File: src/rtl/alt_pkg.sv
// constants and types shared by the lockout, setup and trigger logic
package alt_pkg;
  localparam int CLK_PERIOD_NS = 10;
  localparam int NS_PER_US     = 1000;
  localparam int NS_PER_S      = 1000000000;
  // done pulse nominal 4.5 ms, never below 4.25 ms
  localparam int DONE_PULSE_US  = 4500;
  localparam int DONE_PULSE_CYC = DONE_PULSE_US * NS_PER_US / CLK_PERIOD_NS;
  localparam int DONE_CNT_W     = 20;
  // external trigger must stay low at least this long
  localparam int TRIG_MIN_MS = 10;
  localparam int LINE_HZ_60  = 60;
  localparam int LINE_HZ_50  = 50;
  localparam int INTEG60_CYC = NS_PER_S / (CLK_PERIOD_NS * LINE_HZ_60);
  localparam int INTEG50_CYC = NS_PER_S / (CLK_PERIOD_NS * LINE_HZ_50);
  localparam int INTEG_W     = 21;

  localparam logic [3:0]  KEY_ZERO    = 4'h0;
  localparam logic [3:0]  KEY_NINE    = 4'h9;
  localparam logic [3:0]  KEY_ENTER   = 4'ha;
  localparam logic [3:0]  KEY_ESC     = 4'hb;
  localparam logic [11:0] PIN_DEFAULT = 12'h555;
  localparam logic [11:0] PIN_BYPASS  = 12'h999;
  localparam logic [1:0]  PIN_DIGITS  = 2'h3;
  localparam logic [1:0]  CNT_NONE    = 2'h0;
  localparam logic [1:0]  CNT_ONE     = 2'h1;
  localparam logic [3:0]  SLOT_FIRST  = 4'h1;
  localparam logic [3:0]  SLOT_LAST   = 4'h9;
  localparam int          SLOT_COUNT  = 9;

  typedef enum logic [2:0] {
    COMM_RS232 = 3'h1,
    COMM_RS422 = 3'h2,
    COMM_GPIB  = 3'h4
  } alt_comm_t;

  typedef enum logic [1:0] {
    TRG_FAST_CONT = 2'h0,
    TRG_FAST_ONE  = 2'h1,
    TRG_DLY_CONT  = 2'h2,
    TRG_DLY_ONE   = 2'h3
  } alt_trig_t;

  typedef enum logic [6:0] {
    MSG_MAIN       = 7'h01,
    MSG_ASK_CODE   = 7'h02,
    MSG_ASK_TOGGLE = 7'h04,
    MSG_ACK        = 7'h08,
    MSG_ERR        = 7'h10,
    MSG_ASK_CHANGE = 7'h20,
    MSG_SHOW_CODE  = 7'h40
  } alt_msg_t;

  typedef struct packed {
    logic [4:0]  range;
    alt_trig_t   trigMode;
    logic [7:0]  delayMs;
    alt_comm_t   commMode;
    logic        lineFreq50;
    logic [4:0]  busAddr;
    logic [14:0] compHigh;
    logic [14:0] compLow;
    logic [14:0] nominal;
  } alt_cfg_t;

  localparam alt_cfg_t CFG_RESET = '{
    range:      5'h00,
    trigMode:   TRG_DLY_CONT,
    delayMs:    8'h6f,
    commMode:   COMM_RS232,
    lineFreq50: 1'b0,
    busAddr:    5'h01,
    compHigh:   15'h59d7,
    compLow:    15'h0000,
    nominal:    15'h0000
  };

  typedef struct packed {
    logic       valid;
    logic [3:0] code;
  } alt_key_t;
endpackage

File: src/rtl/alt_lockout_trigger.sv
// setup store, access-code lockout and rear trigger i/o
// How it works
// RL1 - store whole configuration into slot 1-9
// RL2 - recall whole configuration from slot 1-9
// RL3 - line frequency 50/60 Hz sets integration
// RL4 - lockout refuses protected settings and calibration; a slot recall still loads protected settings while locked
// RL5 - calibration needs unlocked and jumper present
// RL6 - escape then zero asks three-digit code
// RL7 - correct code, enter toggles, acknowledges, returns
// RL8 - escape at toggle prompt errors, unchanged
// RL9 - access code defaults to 555
// RL10 - zero at prompt changes code, escape keeps
// RL11 - code 999 only unlocks, never locks
// RL12 - temperature compensation always on
// RL13 - exactly one remote port, serial default
// RL14 - trigger source holds input low 10 ms
// RL15 - trigger sampled after each read cycle
// RL16 - done output idles high, pulses low 4.5 ms
// RL17 - one-shot modes measure once per trigger
// RL18 - wrong code leaves lockout, returns main
`timescale 1ns/10ps
`default_nettype none
module alt_lockout_trigger
  import alt_pkg::*;
#(
  parameter int DONE_CYC  = alt_pkg::DONE_PULSE_CYC,
  parameter int INTEG60   = alt_pkg::INTEG60_CYC,
  parameter int INTEG50   = alt_pkg::INTEG50_CYC
)
(
  input  wire logic              sys_clk,
  input  wire logic              nrst,
  input  wire alt_pkg::alt_key_t key,
  input  wire logic              cfgWrValid,
  input  wire alt_pkg::alt_cfg_t cfgWrData,
  input  wire logic              storeReq,
  input  wire logic              recallReq,
  input  wire logic [3:0]        slotSel,
  input  wire logic              calReq,
  input  wire logic              calJumper,
  input  wire logic              trigInN,
  input  wire logic              measDone,
  output alt_pkg::alt_cfg_t      cfgOut,
  output logic                   cfgRefused,
  output logic                   lockOn,
  output alt_pkg::alt_msg_t      dispMsg,
  output logic [11:0]            dispCode,
  output logic [1:0]             digitCount,
  output logic                   calGrant,
  output logic                   calDeny,
  output logic [2:0]             commPortEn,
  output logic [INTEG_W-1:0]     integCycles,
  output logic                   tempCompEn,
  output logic                   measStart,
  output logic                   doneOutN
);
  import alt_pkg::*;

  typedef enum logic [6:0] {
    ST_IDLE    = 7'h01,
    ST_ESC     = 7'h02,
    ST_ENTRY   = 7'h04,
    ST_TOGGLE  = 7'h08,
    ST_CHGASK  = 7'h10,
    ST_CHGEDIT = 7'h20,
    ST_CHGESC  = 7'h40
  } alt_state_t;

  function automatic logic isDigit(input logic [3:0] c);
    isDigit = (c <= KEY_NINE);
  endfunction

  function automatic logic slotOk(input logic [3:0] s);
    slotOk = (s >= SLOT_FIRST) && (s <= SLOT_LAST);
  endfunction

  function automatic logic commOk(input alt_comm_t m);
    commOk = (m == COMM_RS232) || (m == COMM_RS422) || (m == COMM_GPIB);
  endfunction

  alt_state_t  state_ff;
  alt_cfg_t    cfg_ff;
  alt_cfg_t    slots_ff [SLOT_COUNT];
  logic [11:0] pin_ff;
  logic [11:0] buf_ff;
  logic [1:0]  cnt_ff;
  logic        bypass_ff;
  logic [2:0]  calSync_ff;
  logic        calLvl_ff;
  logic [2:0]  trgSync_ff;
  logic        trgLvlN_ff;
  logic        busy_ff;
  logic        armed_ff;
  logic [3:0]  slotIdx;
  logic        digitKey;
  logic        oneShot;
  logic        sampleEn;

  assign slotIdx    = slotSel - SLOT_FIRST;
  assign digitKey   = key.valid && isDigit(key.code);
  assign oneShot    = cfg_ff.trigMode[0];
  assign cfgOut     = cfg_ff;
  assign dispCode   = buf_ff;
  assign digitCount = cnt_ff;
  assign tempCompEn = 1'b1; // RL12
  assign commPortEn = cfg_ff.commMode; // RL13
  assign integCycles = cfg_ff.lineFreq50 ? INTEG_W'(INTEG50) : INTEG_W'(INTEG60); // RL3

  // pin synchronisers; a level counts once the last two stages agree
  always_ff @(posedge sys_clk or negedge nrst)
  begin
    if (!nrst)
    begin
      calSync_ff <= 3'h0;
      calLvl_ff  <= 1'b0;
      trgSync_ff <= 3'h7;
      trgLvlN_ff <= 1'b1;
    end
    else
    begin
      calSync_ff <= {calSync_ff[1:0], calJumper};
      trgSync_ff <= {trgSync_ff[1:0], trigInN};
      if (calSync_ff[1] == calSync_ff[2])
        calLvl_ff <= calSync_ff[2];
      if (trgSync_ff[1] == trgSync_ff[2])
        trgLvlN_ff <= trgSync_ff[2];
    end
  end

  // configuration: writes, store and recall
  always_ff @(posedge sys_clk or negedge nrst)
  begin
    if (!nrst)
    begin
      cfg_ff     <= CFG_RESET;
      cfgRefused <= 1'b0;
      for (int i = 0; i < SLOT_COUNT; i++)
        slots_ff[i] <= CFG_RESET;
    end
    else
    begin
      cfgRefused <= 1'b0;
      if (storeReq && slotOk(slotSel))
        slots_ff[slotIdx] <= cfg_ff; // RL1
      if (recallReq && slotOk(slotSel))
        cfg_ff <= slots_ff[slotIdx]; // RL2
      else if (cfgWrValid)
      begin
        cfg_ff.busAddr  <= cfgWrData.busAddr;
        cfg_ff.compHigh <= cfgWrData.compHigh;
        cfg_ff.compLow  <= cfgWrData.compLow;
        cfg_ff.nominal  <= cfgWrData.nominal;
        if (lockOn)
        begin
          if ((cfgWrData.range != cfg_ff.range) || (cfgWrData.trigMode != cfg_ff.trigMode) ||
              (cfgWrData.delayMs != cfg_ff.delayMs) || (cfgWrData.commMode != cfg_ff.commMode) ||
              (cfgWrData.lineFreq50 != cfg_ff.lineFreq50))
            cfgRefused <= 1'b1; // RL4
        end
        else
        begin
          cfg_ff.range      <= cfgWrData.range;
          cfg_ff.trigMode   <= cfgWrData.trigMode;
          cfg_ff.delayMs    <= cfgWrData.delayMs;
          cfg_ff.lineFreq50 <= cfgWrData.lineFreq50; // RL3
          if (commOk(cfgWrData.commMode))
            cfg_ff.commMode <= cfgWrData.commMode; // RL13
        end
      end
    end
  end

  // calibration entry
  always_ff @(posedge sys_clk or negedge nrst)
  begin
    if (!nrst)
    begin
      calGrant <= 1'b0;
      calDeny  <= 1'b0;
    end
    else
    begin
      calGrant <= calReq && !lockOn && calLvl_ff; // RL5
      calDeny  <= calReq && (lockOn || !calLvl_ff); // RL4
    end
  end

  // front-panel access code menu
  always_ff @(posedge sys_clk or negedge nrst)
  begin
    if (!nrst)
    begin
      state_ff  <= ST_IDLE;
      lockOn    <= 1'b0;
      pin_ff    <= PIN_DEFAULT; // RL9
      buf_ff    <= 12'h000;
      cnt_ff    <= CNT_NONE;
      bypass_ff <= 1'b0;
      dispMsg   <= MSG_MAIN;
    end
    else if (key.valid)
    begin
      unique case (state_ff)
        ST_IDLE:
        begin
          dispMsg <= MSG_MAIN;
          if (key.code == KEY_ESC)
            state_ff <= ST_ESC;
        end
        ST_ESC:
        begin
          if (key.code == KEY_ZERO)
          begin
            state_ff <= ST_ENTRY; // RL6
            dispMsg  <= MSG_ASK_CODE;
            buf_ff   <= 12'h000;
            cnt_ff   <= CNT_NONE;
          end
          else
            state_ff <= (key.code == KEY_ESC) ? ST_ESC : ST_IDLE;
        end
        ST_ENTRY, ST_CHGEDIT:
        begin
          if (digitKey && (cnt_ff != PIN_DIGITS))
          begin
            buf_ff <= (cnt_ff == CNT_NONE) ? {8'h00, key.code} : {buf_ff[7:0], key.code};
            cnt_ff <= cnt_ff + CNT_ONE;
          end
          else if (key.code == KEY_ESC)
          begin
            if (cnt_ff != CNT_NONE)
            begin
              buf_ff <= {4'h0, buf_ff[11:4]}; // RL6
              cnt_ff <= cnt_ff - CNT_ONE;
            end
            else if (state_ff == ST_CHGEDIT)
              state_ff <= ST_CHGESC; // RL10
            else
            begin
              state_ff <= ST_IDLE;
              dispMsg  <= MSG_MAIN;
            end
          end
          else if ((key.code == KEY_ENTER) && (state_ff == ST_CHGEDIT))
          begin
            if (cnt_ff == PIN_DIGITS)
              pin_ff <= buf_ff; // RL10
            if ((cnt_ff == PIN_DIGITS) || (cnt_ff == CNT_NONE))
            begin
              state_ff <= ST_IDLE;
              dispMsg  <= MSG_ACK;
              cnt_ff   <= CNT_NONE;
            end
          end
          else if ((key.code == KEY_ENTER) && (cnt_ff == PIN_DIGITS))
          begin
            cnt_ff <= CNT_NONE;
            if (buf_ff == pin_ff)
            begin
              state_ff  <= ST_TOGGLE; // RL7
              bypass_ff <= 1'b0;
              dispMsg   <= MSG_ASK_TOGGLE;
            end
            else if ((buf_ff == PIN_BYPASS) && lockOn)
            begin
              state_ff  <= ST_TOGGLE; // RL11
              bypass_ff <= 1'b1;
              dispMsg   <= MSG_ASK_TOGGLE;
            end
            else
            begin
              state_ff <= ST_IDLE; // RL18
              dispMsg  <= MSG_MAIN;
            end
          end
        end
        ST_TOGGLE:
        begin
          if (key.code == KEY_ENTER)
          begin
            lockOn   <= bypass_ff ? 1'b0 : !lockOn; // RL7 RL11
            state_ff <= ST_IDLE;
            dispMsg  <= MSG_ACK;
          end
          else if (key.code == KEY_ESC)
          begin
            state_ff <= ST_IDLE; // RL8
            dispMsg  <= MSG_ERR;
          end
          else if ((key.code == KEY_ZERO) && !bypass_ff)
          begin
            state_ff <= ST_CHGASK; // RL10
            dispMsg  <= MSG_ASK_CHANGE;
          end
        end
        ST_CHGASK:
        begin
          if (key.code == KEY_ENTER)
          begin
            state_ff <= ST_CHGEDIT; // RL10
            dispMsg  <= MSG_SHOW_CODE;
            buf_ff   <= pin_ff;
            cnt_ff   <= CNT_NONE;
          end
          else if (key.code == KEY_ESC)
          begin
            state_ff <= ST_IDLE;
            dispMsg  <= MSG_ERR;
          end
        end
        ST_CHGESC:
        begin
          if (key.code == KEY_ENTER)
          begin
            state_ff <= ST_IDLE; // RL10
            dispMsg  <= MSG_MAIN;
          end
          else if (digitKey)
          begin
            state_ff <= ST_CHGEDIT;
            buf_ff   <= {8'h00, key.code};
            cnt_ff   <= CNT_ONE;
          end
        end
      endcase
    end
  end

  // trigger polling: after each read cycle, and continuously while idle in one-shot
  assign sampleEn = measDone || (oneShot && !busy_ff && !measStart); // RL15

  always_ff @(posedge sys_clk or negedge nrst)
  begin
    if (!nrst)
    begin
      busy_ff   <= 1'b0;
      armed_ff  <= 1'b0;
      measStart <= 1'b0;
    end
    else
    begin
      measStart <= 1'b0;
      if (measStart)
        busy_ff <= 1'b1;
      else if (measDone)
        busy_ff <= 1'b0;
      if (sampleEn && oneShot)
      begin
        if (!trgLvlN_ff && armed_ff)
        begin
          measStart <= 1'b1; // RL17
          armed_ff  <= 1'b0;
        end
        else if (trgLvlN_ff)
          armed_ff <= 1'b1; // RL14
      end
      else if (!oneShot && (!busy_ff || measDone) && !measStart)
        measStart <= 1'b1;
    end
  end

  alt_done_pulse #(
    .PULSE_CYC (DONE_CYC)
  ) u_done (
    .sys_clk (sys_clk),
    .nrst    (nrst),
    .fire    (measDone),
    .doneN   (doneOutN)
  );
endmodule
`default_nettype wire

File: src/rtl/alt_done_pulse.sv
// active-low reading-done pulse generator
`timescale 1ns/10ps
`default_nettype none
module alt_done_pulse
  import alt_pkg::*;
#(
  parameter int PULSE_CYC = alt_pkg::DONE_PULSE_CYC
)
(
  input  wire logic sys_clk,
  input  wire logic nrst,
  input  wire logic fire,
  output logic      doneN
);
  import alt_pkg::*;

  localparam logic [DONE_CNT_W-1:0] PULSE_LEN = DONE_CNT_W'(PULSE_CYC);
  localparam logic [DONE_CNT_W-1:0] CNT_ZERO  = '0;
  localparam logic [DONE_CNT_W-1:0] CNT_STEP  = DONE_CNT_W'(1);

  logic [DONE_CNT_W-1:0] remain_ff;

  // a new completion restarts the full low time
  always_ff @(posedge sys_clk or negedge nrst)
  begin
    if (!nrst)
    begin
      remain_ff <= CNT_ZERO;
      doneN     <= 1'b1;
    end
    else if (fire)
    begin
      remain_ff <= PULSE_LEN; // RL16
      doneN     <= 1'b0;
    end
    else if (remain_ff > CNT_STEP)
    begin
      remain_ff <= remain_ff - CNT_STEP;
    end
    else
    begin
      remain_ff <= CNT_ZERO;
      doneN     <= 1'b1; // RL16
    end
  end
endmodule
`default_nettype wire

File: config.mk
export PLATFORM = sky130hd
export DESIGN_NAME = alt_lockout_trigger
export DESIGN_NICKNAME = d
export VERILOG_FILES = /design/src/rtl/alt_pkg.sv /design/src/rtl/alt_lockout_trigger.sv /design/src/rtl/alt_done_pulse.sv
export SDC_FILE = /design/constraint.sdc
export NUM_CORES = 1
export LEC_CHECK = 0
export BUFFER_PORTS_ARGS = -buffer_cell sky130_fd_sc_hd__buf_2
export CAP_MARGIN = 20
export CELL_PAD_IN_SITES_DETAIL_PLACEMENT = 1
export CELL_PAD_IN_SITES_GLOBAL_PLACEMENT = 2
export CORE_UTILIZATION = 47
export DETAILED_ROUTE_END_ITERATION = 12
export PLACE_DENSITY = 0.95
export SLEW_MARGIN = 40
export SYNTH_ARGS = -nofsm -noshare
export SYNTH_HDL_FRONTEND = slang
export SYNTH_SLANG_ARGS = --single-unit
File: constraint.sdc
create_clock -name sys_clk -period 6.5 [get_ports sys_clk]
set_input_delay 0 -clock sys_clk [delete_from_list [all_inputs] [get_ports sys_clk]]
set_output_delay 0 -clock sys_clk [all_outputs]
set_load 0.01 [all_outputs]
Word level (Yosys, flattened, before mapping)
Index checks and enable logic that the tools add are counted.

word-level totals
  output and inout port bits = 121
  register bits after elaboration = 767
  bits of input ports = 87
  word-level logic and storage cells = 309

operators by class
  $lt $le $gt $ge = 6
  multiplexer cells = 86
  bitwise gates (word level) = 4
  $add $sub $neg = 4
  reductions and logical operators = 56
  equal/unequal tests = 44

operators with widths
  operator                                                                           count
  621-bit bitwise mux                                                                1
  69-bit 2-to-1 mux                                                                  5
  69-bit binary-select mux with 4-bit select                                         1
  69-bit demux with 4-bit select                                                     1
  7-bit 2-to-1 mux                                                                   29
  12-bit 2-to-1 mux                                                                  8
  7-bit one-hot mux with 6 select lines                                              2
  12-bit one-hot mux with 4 select lines                                             1
  20-bit 2-to-1 mux                                                                  2
  19-bit 2-to-1 mux                                                                  2
  2-bit 2-to-1 mux                                                                   11
  20-bit by 1-bit greater-than comparator with 1-bit output (second input constant)  1
  20-bit by 1-bit subtractor with 20-bit output (second input constant)              1
  1-bit logical AND                                                                  19
  2-bit != test (second input constant)                                              9
  3-bit != test (second input constant)                                              6
  9-bit AND reduction                                                                2
  1-bit 2-to-1 mux                                                                   16
  4-bit != test (second input constant)                                              4
  12-bit equality test                                                               1
  12-bit equality test (second input constant)                                       1
  3-bit 2-to-1 mux                                                                   4
  2-bit nonzero test                                                                 6
  1-bit logical OR                                                                   10
  other kinds (42)                                                                   57

Depth between registers and ports, before layout
  depth in word-level cells = 9
  depth in mapped cells = 14
  mapped depth without buffers = 8

Modules after synthesis
From an unflattened synthesis, not the netlist that was laid out.

second synthesis, totals
  cells, all modules = 2,774
  area total of the unflattened synthesis = 35,990.8 sq um

modules (own cells, without submodules)
  module               area an instance (sq um)  cells an instance  seq. area each (sq um)  instances
  alt_lockout_trigger  34,850.9                  2,665              18,920.6                1
  alt_done_pulse       1,139.8                   109                526.8                   1

Worst setup path before layout
No wires, ideal clock.

  path kind = input to register
  start point = in slotSel[0]
  end point = reg slots_ff[359] in the netlist's numbering
  required time = 6,375 ps
  arrival = 2,474 ps
  library setup time = 125 ps
  path buffers = 5
  slack = 3,901 ps
  stages = 13
  cell sequence = buf_6 -> clkinv_1 -> clkbuf_1 -> clkbuf_1 -> ha_1 -> o21bai_1 -> a32oi_1 -> and2_1 -> nand2_1 -> nor2_4 -> buf_4 -> buf_4 -> mux2_2

between the ends
  word-level cells in the longest chain between the ends = 7
  elaborated cells between the ends (all ways) = 12
  those cells by class = 1 x add/sub; 4 x order compare; 3 x mux; 1 x bitwise; 3 x reduce/logical

ends and longest elaborated chain
  item                                                                                                                                     RTL line                    text
  start, declared                                                                                                                          alt_lockout_trigger.sv:38   input wire logic [3:0] slotSel,
  4-bit by 1-bit subtractor with 4-bit output                                                                                              alt_lockout_trigger.sv:99   assign slotIdx = slotSel - SLOT_FIRST;
  4-bit NOT with 5-bit output (not written as such)                                                                                        alt_lockout_trigger.sv:144  slots_ff[slotIdx] <= cfg_ff;
  5-bit greater-or-equal comparator (not written as such) / 5-bit by 1-bit less-than comparator with 1-bit output (equally long branches)  alt_lockout_trigger.sv:144
  1-bit logical AND (not written as such)                                                                                                  alt_lockout_trigger.sv:144
  69-bit 2-to-1 mux (not written as such)                                                                                                  alt_lockout_trigger.sv:144
  69-bit demux with 4-bit select                                                                                                           alt_lockout_trigger.sv:144
  621-bit bitwise mux                                                                                                                      alt_lockout_trigger.sv:144
  end signal, assigned by index                                                                                                            alt_lockout_trigger.sv:144
  end, declared                                                                                                                            alt_lockout_trigger.sv:83   alt_cfg_t slots_ff [SLOT_COUNT];

Parallel ways exist; a longest one is shown, timed or not.
A chain may end at the register's enable or synchronous reset.

Final worst setup path
  start point = in slotSel[0]
  end point = reg cfg_ff, in the netlist cfgOut[49]

between the ends
  word-level cells in the longest chain between the ends = 6
  elaborated cells between the ends (all ways) = 11
  those cells by class = 1 x add/sub; 2 x order compare; 4 x mux; 1 x bitwise; 3 x reduce/logical

ends and longest elaborated chain
  item                                                  RTL line                    text
  4-bit by 1-bit subtractor with 4-bit output           alt_lockout_trigger.sv:99
  4-bit NOT with 5-bit output (not written as such)     alt_lockout_trigger.sv:146  cfg_ff <= slots_ff[slotIdx];
  69-bit binary-select mux with 4-bit select            alt_lockout_trigger.sv:146
  69-bit 2-to-1 mux (not written as such) (2 in a row)  alt_lockout_trigger.sv:146
  69-bit 2-to-1 mux                                     alt_lockout_trigger.sv:145  if (recallReq && slotOk(slotSel))
  end signal, assigned                                  alt_lockout_trigger.sv:146
  end, declared                                         alt_lockout_trigger.sv:82   alt_cfg_t cfg_ff;

Parallel ways exist; a longest one is shown, timed or not. The select of a mux whose other input is x is not followed.

==> flow_summary_export.csv <==
group,metric,value,unit
clock_network,clock-sinks,767,
clock_network,cts_made_buffers,81,
logic_synthesis,synth-edff-count,0,
sta,timing.final.crit_share,51.9,%
critical_path,critPathKind,"in2reg",
finish,num-nets-final,3046,
clock_network,cts_setup_buffers,0,
critical_path,critical_path.slowest_cell,"buf_4",
critical_path,critical_path.cell_chain,"buf_8 > clkinv_2 > buf_4 > buf_4 > ha_1 > buf_4 > nor2_4 > buf_4 > a221o_1",
worst_hold_path,worstHoldStart,"slotSel[2]",
grt,pin_count_of_the_biggest_net_entering_global_routing,144,
logic_synthesis,ys_seq_area_share,53.5,%
routing,routed-via-count,25200,
sta,timing_worst_slew_pin_value,0.926,ns
grt,grt_first_pass_wirelength,168000,um
pwr,power_density_over_the_cells,337,nW/um2
routing,drt_iter0_markers,1971,
grt,globalRouteTotalUtil,27.6,%
status,status,"finished, final reports clean",
finish,area_growth,14.6,%
sta,setup_viol,0,
sta,finalWorstPathRequiredPeriod,3.37,ns
grt,grt_pass1_vias,28100,
grt,initial_antenna_violation_count,5,
finish,layout_cells_sized_above_1,43.0,%
critical_path,worst_case_register_to_register_setup_slack,3.43,ns
die,die_span_in_y,280,um
routing,detailed_route_wire_length_per_cell,26.5,um
clock_network,cts.reportedPaths.clkPinSlew,0.06,ns
die,row_count,101,
routing,finalWirelength,107000,um
place,finalWeightedCongestion,0.856,
sta,final-max-slew-violation-count,0,
sta,final_hold_viol_count,0,
critical_path,end_kind,"flip-flop",
die,chipWidth,280,um
logic_synthesis,yosys.cell_types.count,89,
die,die_area,78500,um2
critical_path,peak_fanout_along_the_critical_path,48,
logic_synthesis,netlist_area,36400,um2
routing,viasPerCell,6.22,
critical_path,crit_required,7.07,ns
pwr,totalPowerFinal,0.0141,W
logic_synthesis,synth_ff_type,"dfrtp_1",
logic_synthesis,ys_async_sr_fraction,100,%
die,boundaryPins,208,
sta,timing.fmax,297,MHz
critical_path,worstReg2RegEnd,"dispCode[2]",
logic_synthesis,synthesized_netlist_cell_count,2786,
grt,grt.overflow.total,0,
place,placement.io_buffers,198,
worst_hold_path,number_of_cells_traversed_by_the_worst_hold_path,4,
clock_network,htree_num_levels,3,
pwr,power.leakage,18.2,nW
sta,maxSlewHeadroom,38.3,%
sta,setup-tns-final,0,ns
run,max_cap_viol_count,0,
place,place_hpwl,62600,um
clock_network,clock_latency,0.64,ns
logic_synthesis,postSynthRegisterBits,767,
worst_hold_path,worstHoldPathType,"in2reg",
sta,grt_setup_unrepaired,"false",
sta,fin_skew,0.0204,ns
critical_path,crit_top_cell,"buf_4",
critical_path,setup.worst_path.start_class,"primary input",
routing,drt_first_pass_iters,5,
die,initial_utilization,47.7,%
logic_synthesis,average_cell_area_after_synthesis,13.0,um2
clock_network,cts_tree,"yes",
pwr,vdd_ir_drop_max,0.184,mV
clock_network,clock_path_buffers,3,
logic_synthesis,count_of_synthesis_stage_warnings_from_yosys,0,
routing,detail_route.drc_violations,0,
critical_path,worst-endpoint-arrival,3.94,ns
critical_path,rr_worst_depth,8,
die,core_region_area,76200,um2
routing,detail-route-antenna-nets,0,
clock_network,clockRootBuffer,"clkbuf_16",
worst_hold_path,whs_endpoint,"commPortEn[2]",
critical_path,timing.rr.start,"state_ff[6]",
critical_path,max_stage_delay,0.76,ns
## cells in the final DEF, fill, tap and decap left out, types with 27 or more instances in the layout
cell type	instances
a211oi_1	50
a221o_1	51
a221oi_1	117
buf_2	196
clkbuf_16	83
clkbuf_8	27
dfrtp_1	564
dfstp_2	203
dlygate4sd3_1	83
mux2_1	30
mux2_2	661
mux2i_1	159
nand2_1	170
nor2_1	41
o21ai_0	63
o22ai_1	90
xnor2_1	34
## flip-flops by register name, indices dropped and copies added, names as in the netlist, 2 cells and up
name / flops
slots_ff: 621
cfgOut: 66
u_done.remain_ff: 20
dispCode: 12
pin_ff: 12
dispMsg: 7
state_ff: 7
calSync_ff: 3
commPortEn: 3
trgSync_ff: 3
digitCount: 2
## cells by family after synthesis
logic type / Yosys count / share of synthesized area, %
adders and majority gates: 11 / 0.365
muxes: 855 / 26.0
AOI/OAI and AO/OA: 508 / 10.7
xor gates and xnor gates: 51 / 1.23
buffers and inverters: 272 / 3.91
and+or+nand+nor: 320 / 4.23
DFF: 767 / 53.5
other: 2 / 0.0207
## area by class of cell
| type | count | area, um2 |
|---|---|---|
| tap | 1030 | 1290 |
| timing repair buffer | 330 | 2540 |
| fill | 7493 | 34500 |
| inverter | 16 | 61.3 |
| antenna | 3 | 7.51 |
| clock inverter | 15 | 173 |
| multi-input combinational | 1754 | 15600 |
| clock buffer | 134 | 2540 |
| sequential | 767 | 19400 |
## routing by layer
metal  GRT usage [%]  up-vias  wire, um
met2            47.9      771     55200
met1            34.6    13400     43400
met5               0        -        23
met3            4.28      258      5190
met4            10.1        4      3370
li1                -    10700         -
## Yosys cell counts, types with 12 or more instances
master | n | area [um2]
dfstp_2 | 203 | 5330
buf_6 | 22 | 248
a221oi_1 | 117 | 1020
o32ai_1 | 17 | 149
inv_1 | 14 | 52.6
o2bb2ai_1 | 12 | 105
a21oi_1 | 25 | 125
o21ai_1 | 16 | 80.1
a211oi_1 | 50 | 375
dfrtp_1 | 564 | 14100
mux2_1 | 30 | 338
xor2_1 | 17 | 149
clkbuf_1 | 112 | 420
mux2_2 | 661 | 7440
buf_4 | 35 | 263
o221a_2 | 15 | 169
nor3_1 | 13 | 65.1
nand2_1 | 172 | 646
o22ai_1 | 90 | 563
mux2i_1 | 159 | 1590
nand3_1 | 17 | 85.1
nor2_1 | 43 | 161
buf_2 | 84 | 420
a221o_1 | 51 | 510
o21ai_0 | 63 | 315
xnor2_1 | 34 | 298
## critical path, delay by kind of cell
family | cells | cell delay [ns]
adders and majority gates | 1 | 0.38
AOI/OAI and AO/OA | 1 | 0.29
and+or+nand+nor | 1 | 0.63
buffers and inverters | 6 | 2.51
## where the power goes
group / switching (W) / total (W) / internal (W)
logic: 0.00124 / 0.00253 / 0.00129
registers: 0.000821 / 0.00681 / 0.00599
clock network: 0.00196 / 0.00471 / 0.00275
total: 0.00402 / 0.0141 / 0.0100
## per-stage QoR
step	worst slack [ns]	utilization (%)	area, um2	cells	hold slack (ns)
detailed placement	2.40	49.9	38100	3811	0.0147
global placement	2.24	49.6	37800	3799	0.00585
CTS	3.03	54.6	41600	4044	0.00408
finish	3.13	54.7	41700	4049	0.0230
global route	3.10	54.7	41700	4046	0.00697
floorplan	3.90	-	36400	2793	-0.296
## worst max path at each step
stage | from | endpoint | slack, ns
floorplan | slotSel[0] | slots_ff[359] | 3.90
global placement | slotSel[0] | slots_ff[385] | 2.24
detailed placement | slotSel[0] | slots_ff[620] | 2.40
CTS | slotSel[0] | cfgOut[10] | 3.03
global route | slotSel[0] | slots_ff[361] | 3.10
finish | slotSel[0] | cfgOut[49] | 3.13
## what timing repair did
item | 4_1_cts | 5_1_grt
gates resized for setup | 0 | 0
hold buffers | 84 | 0
endpoints found under the hold margin | 332 | 0
(Power assumes the default switching activity.)
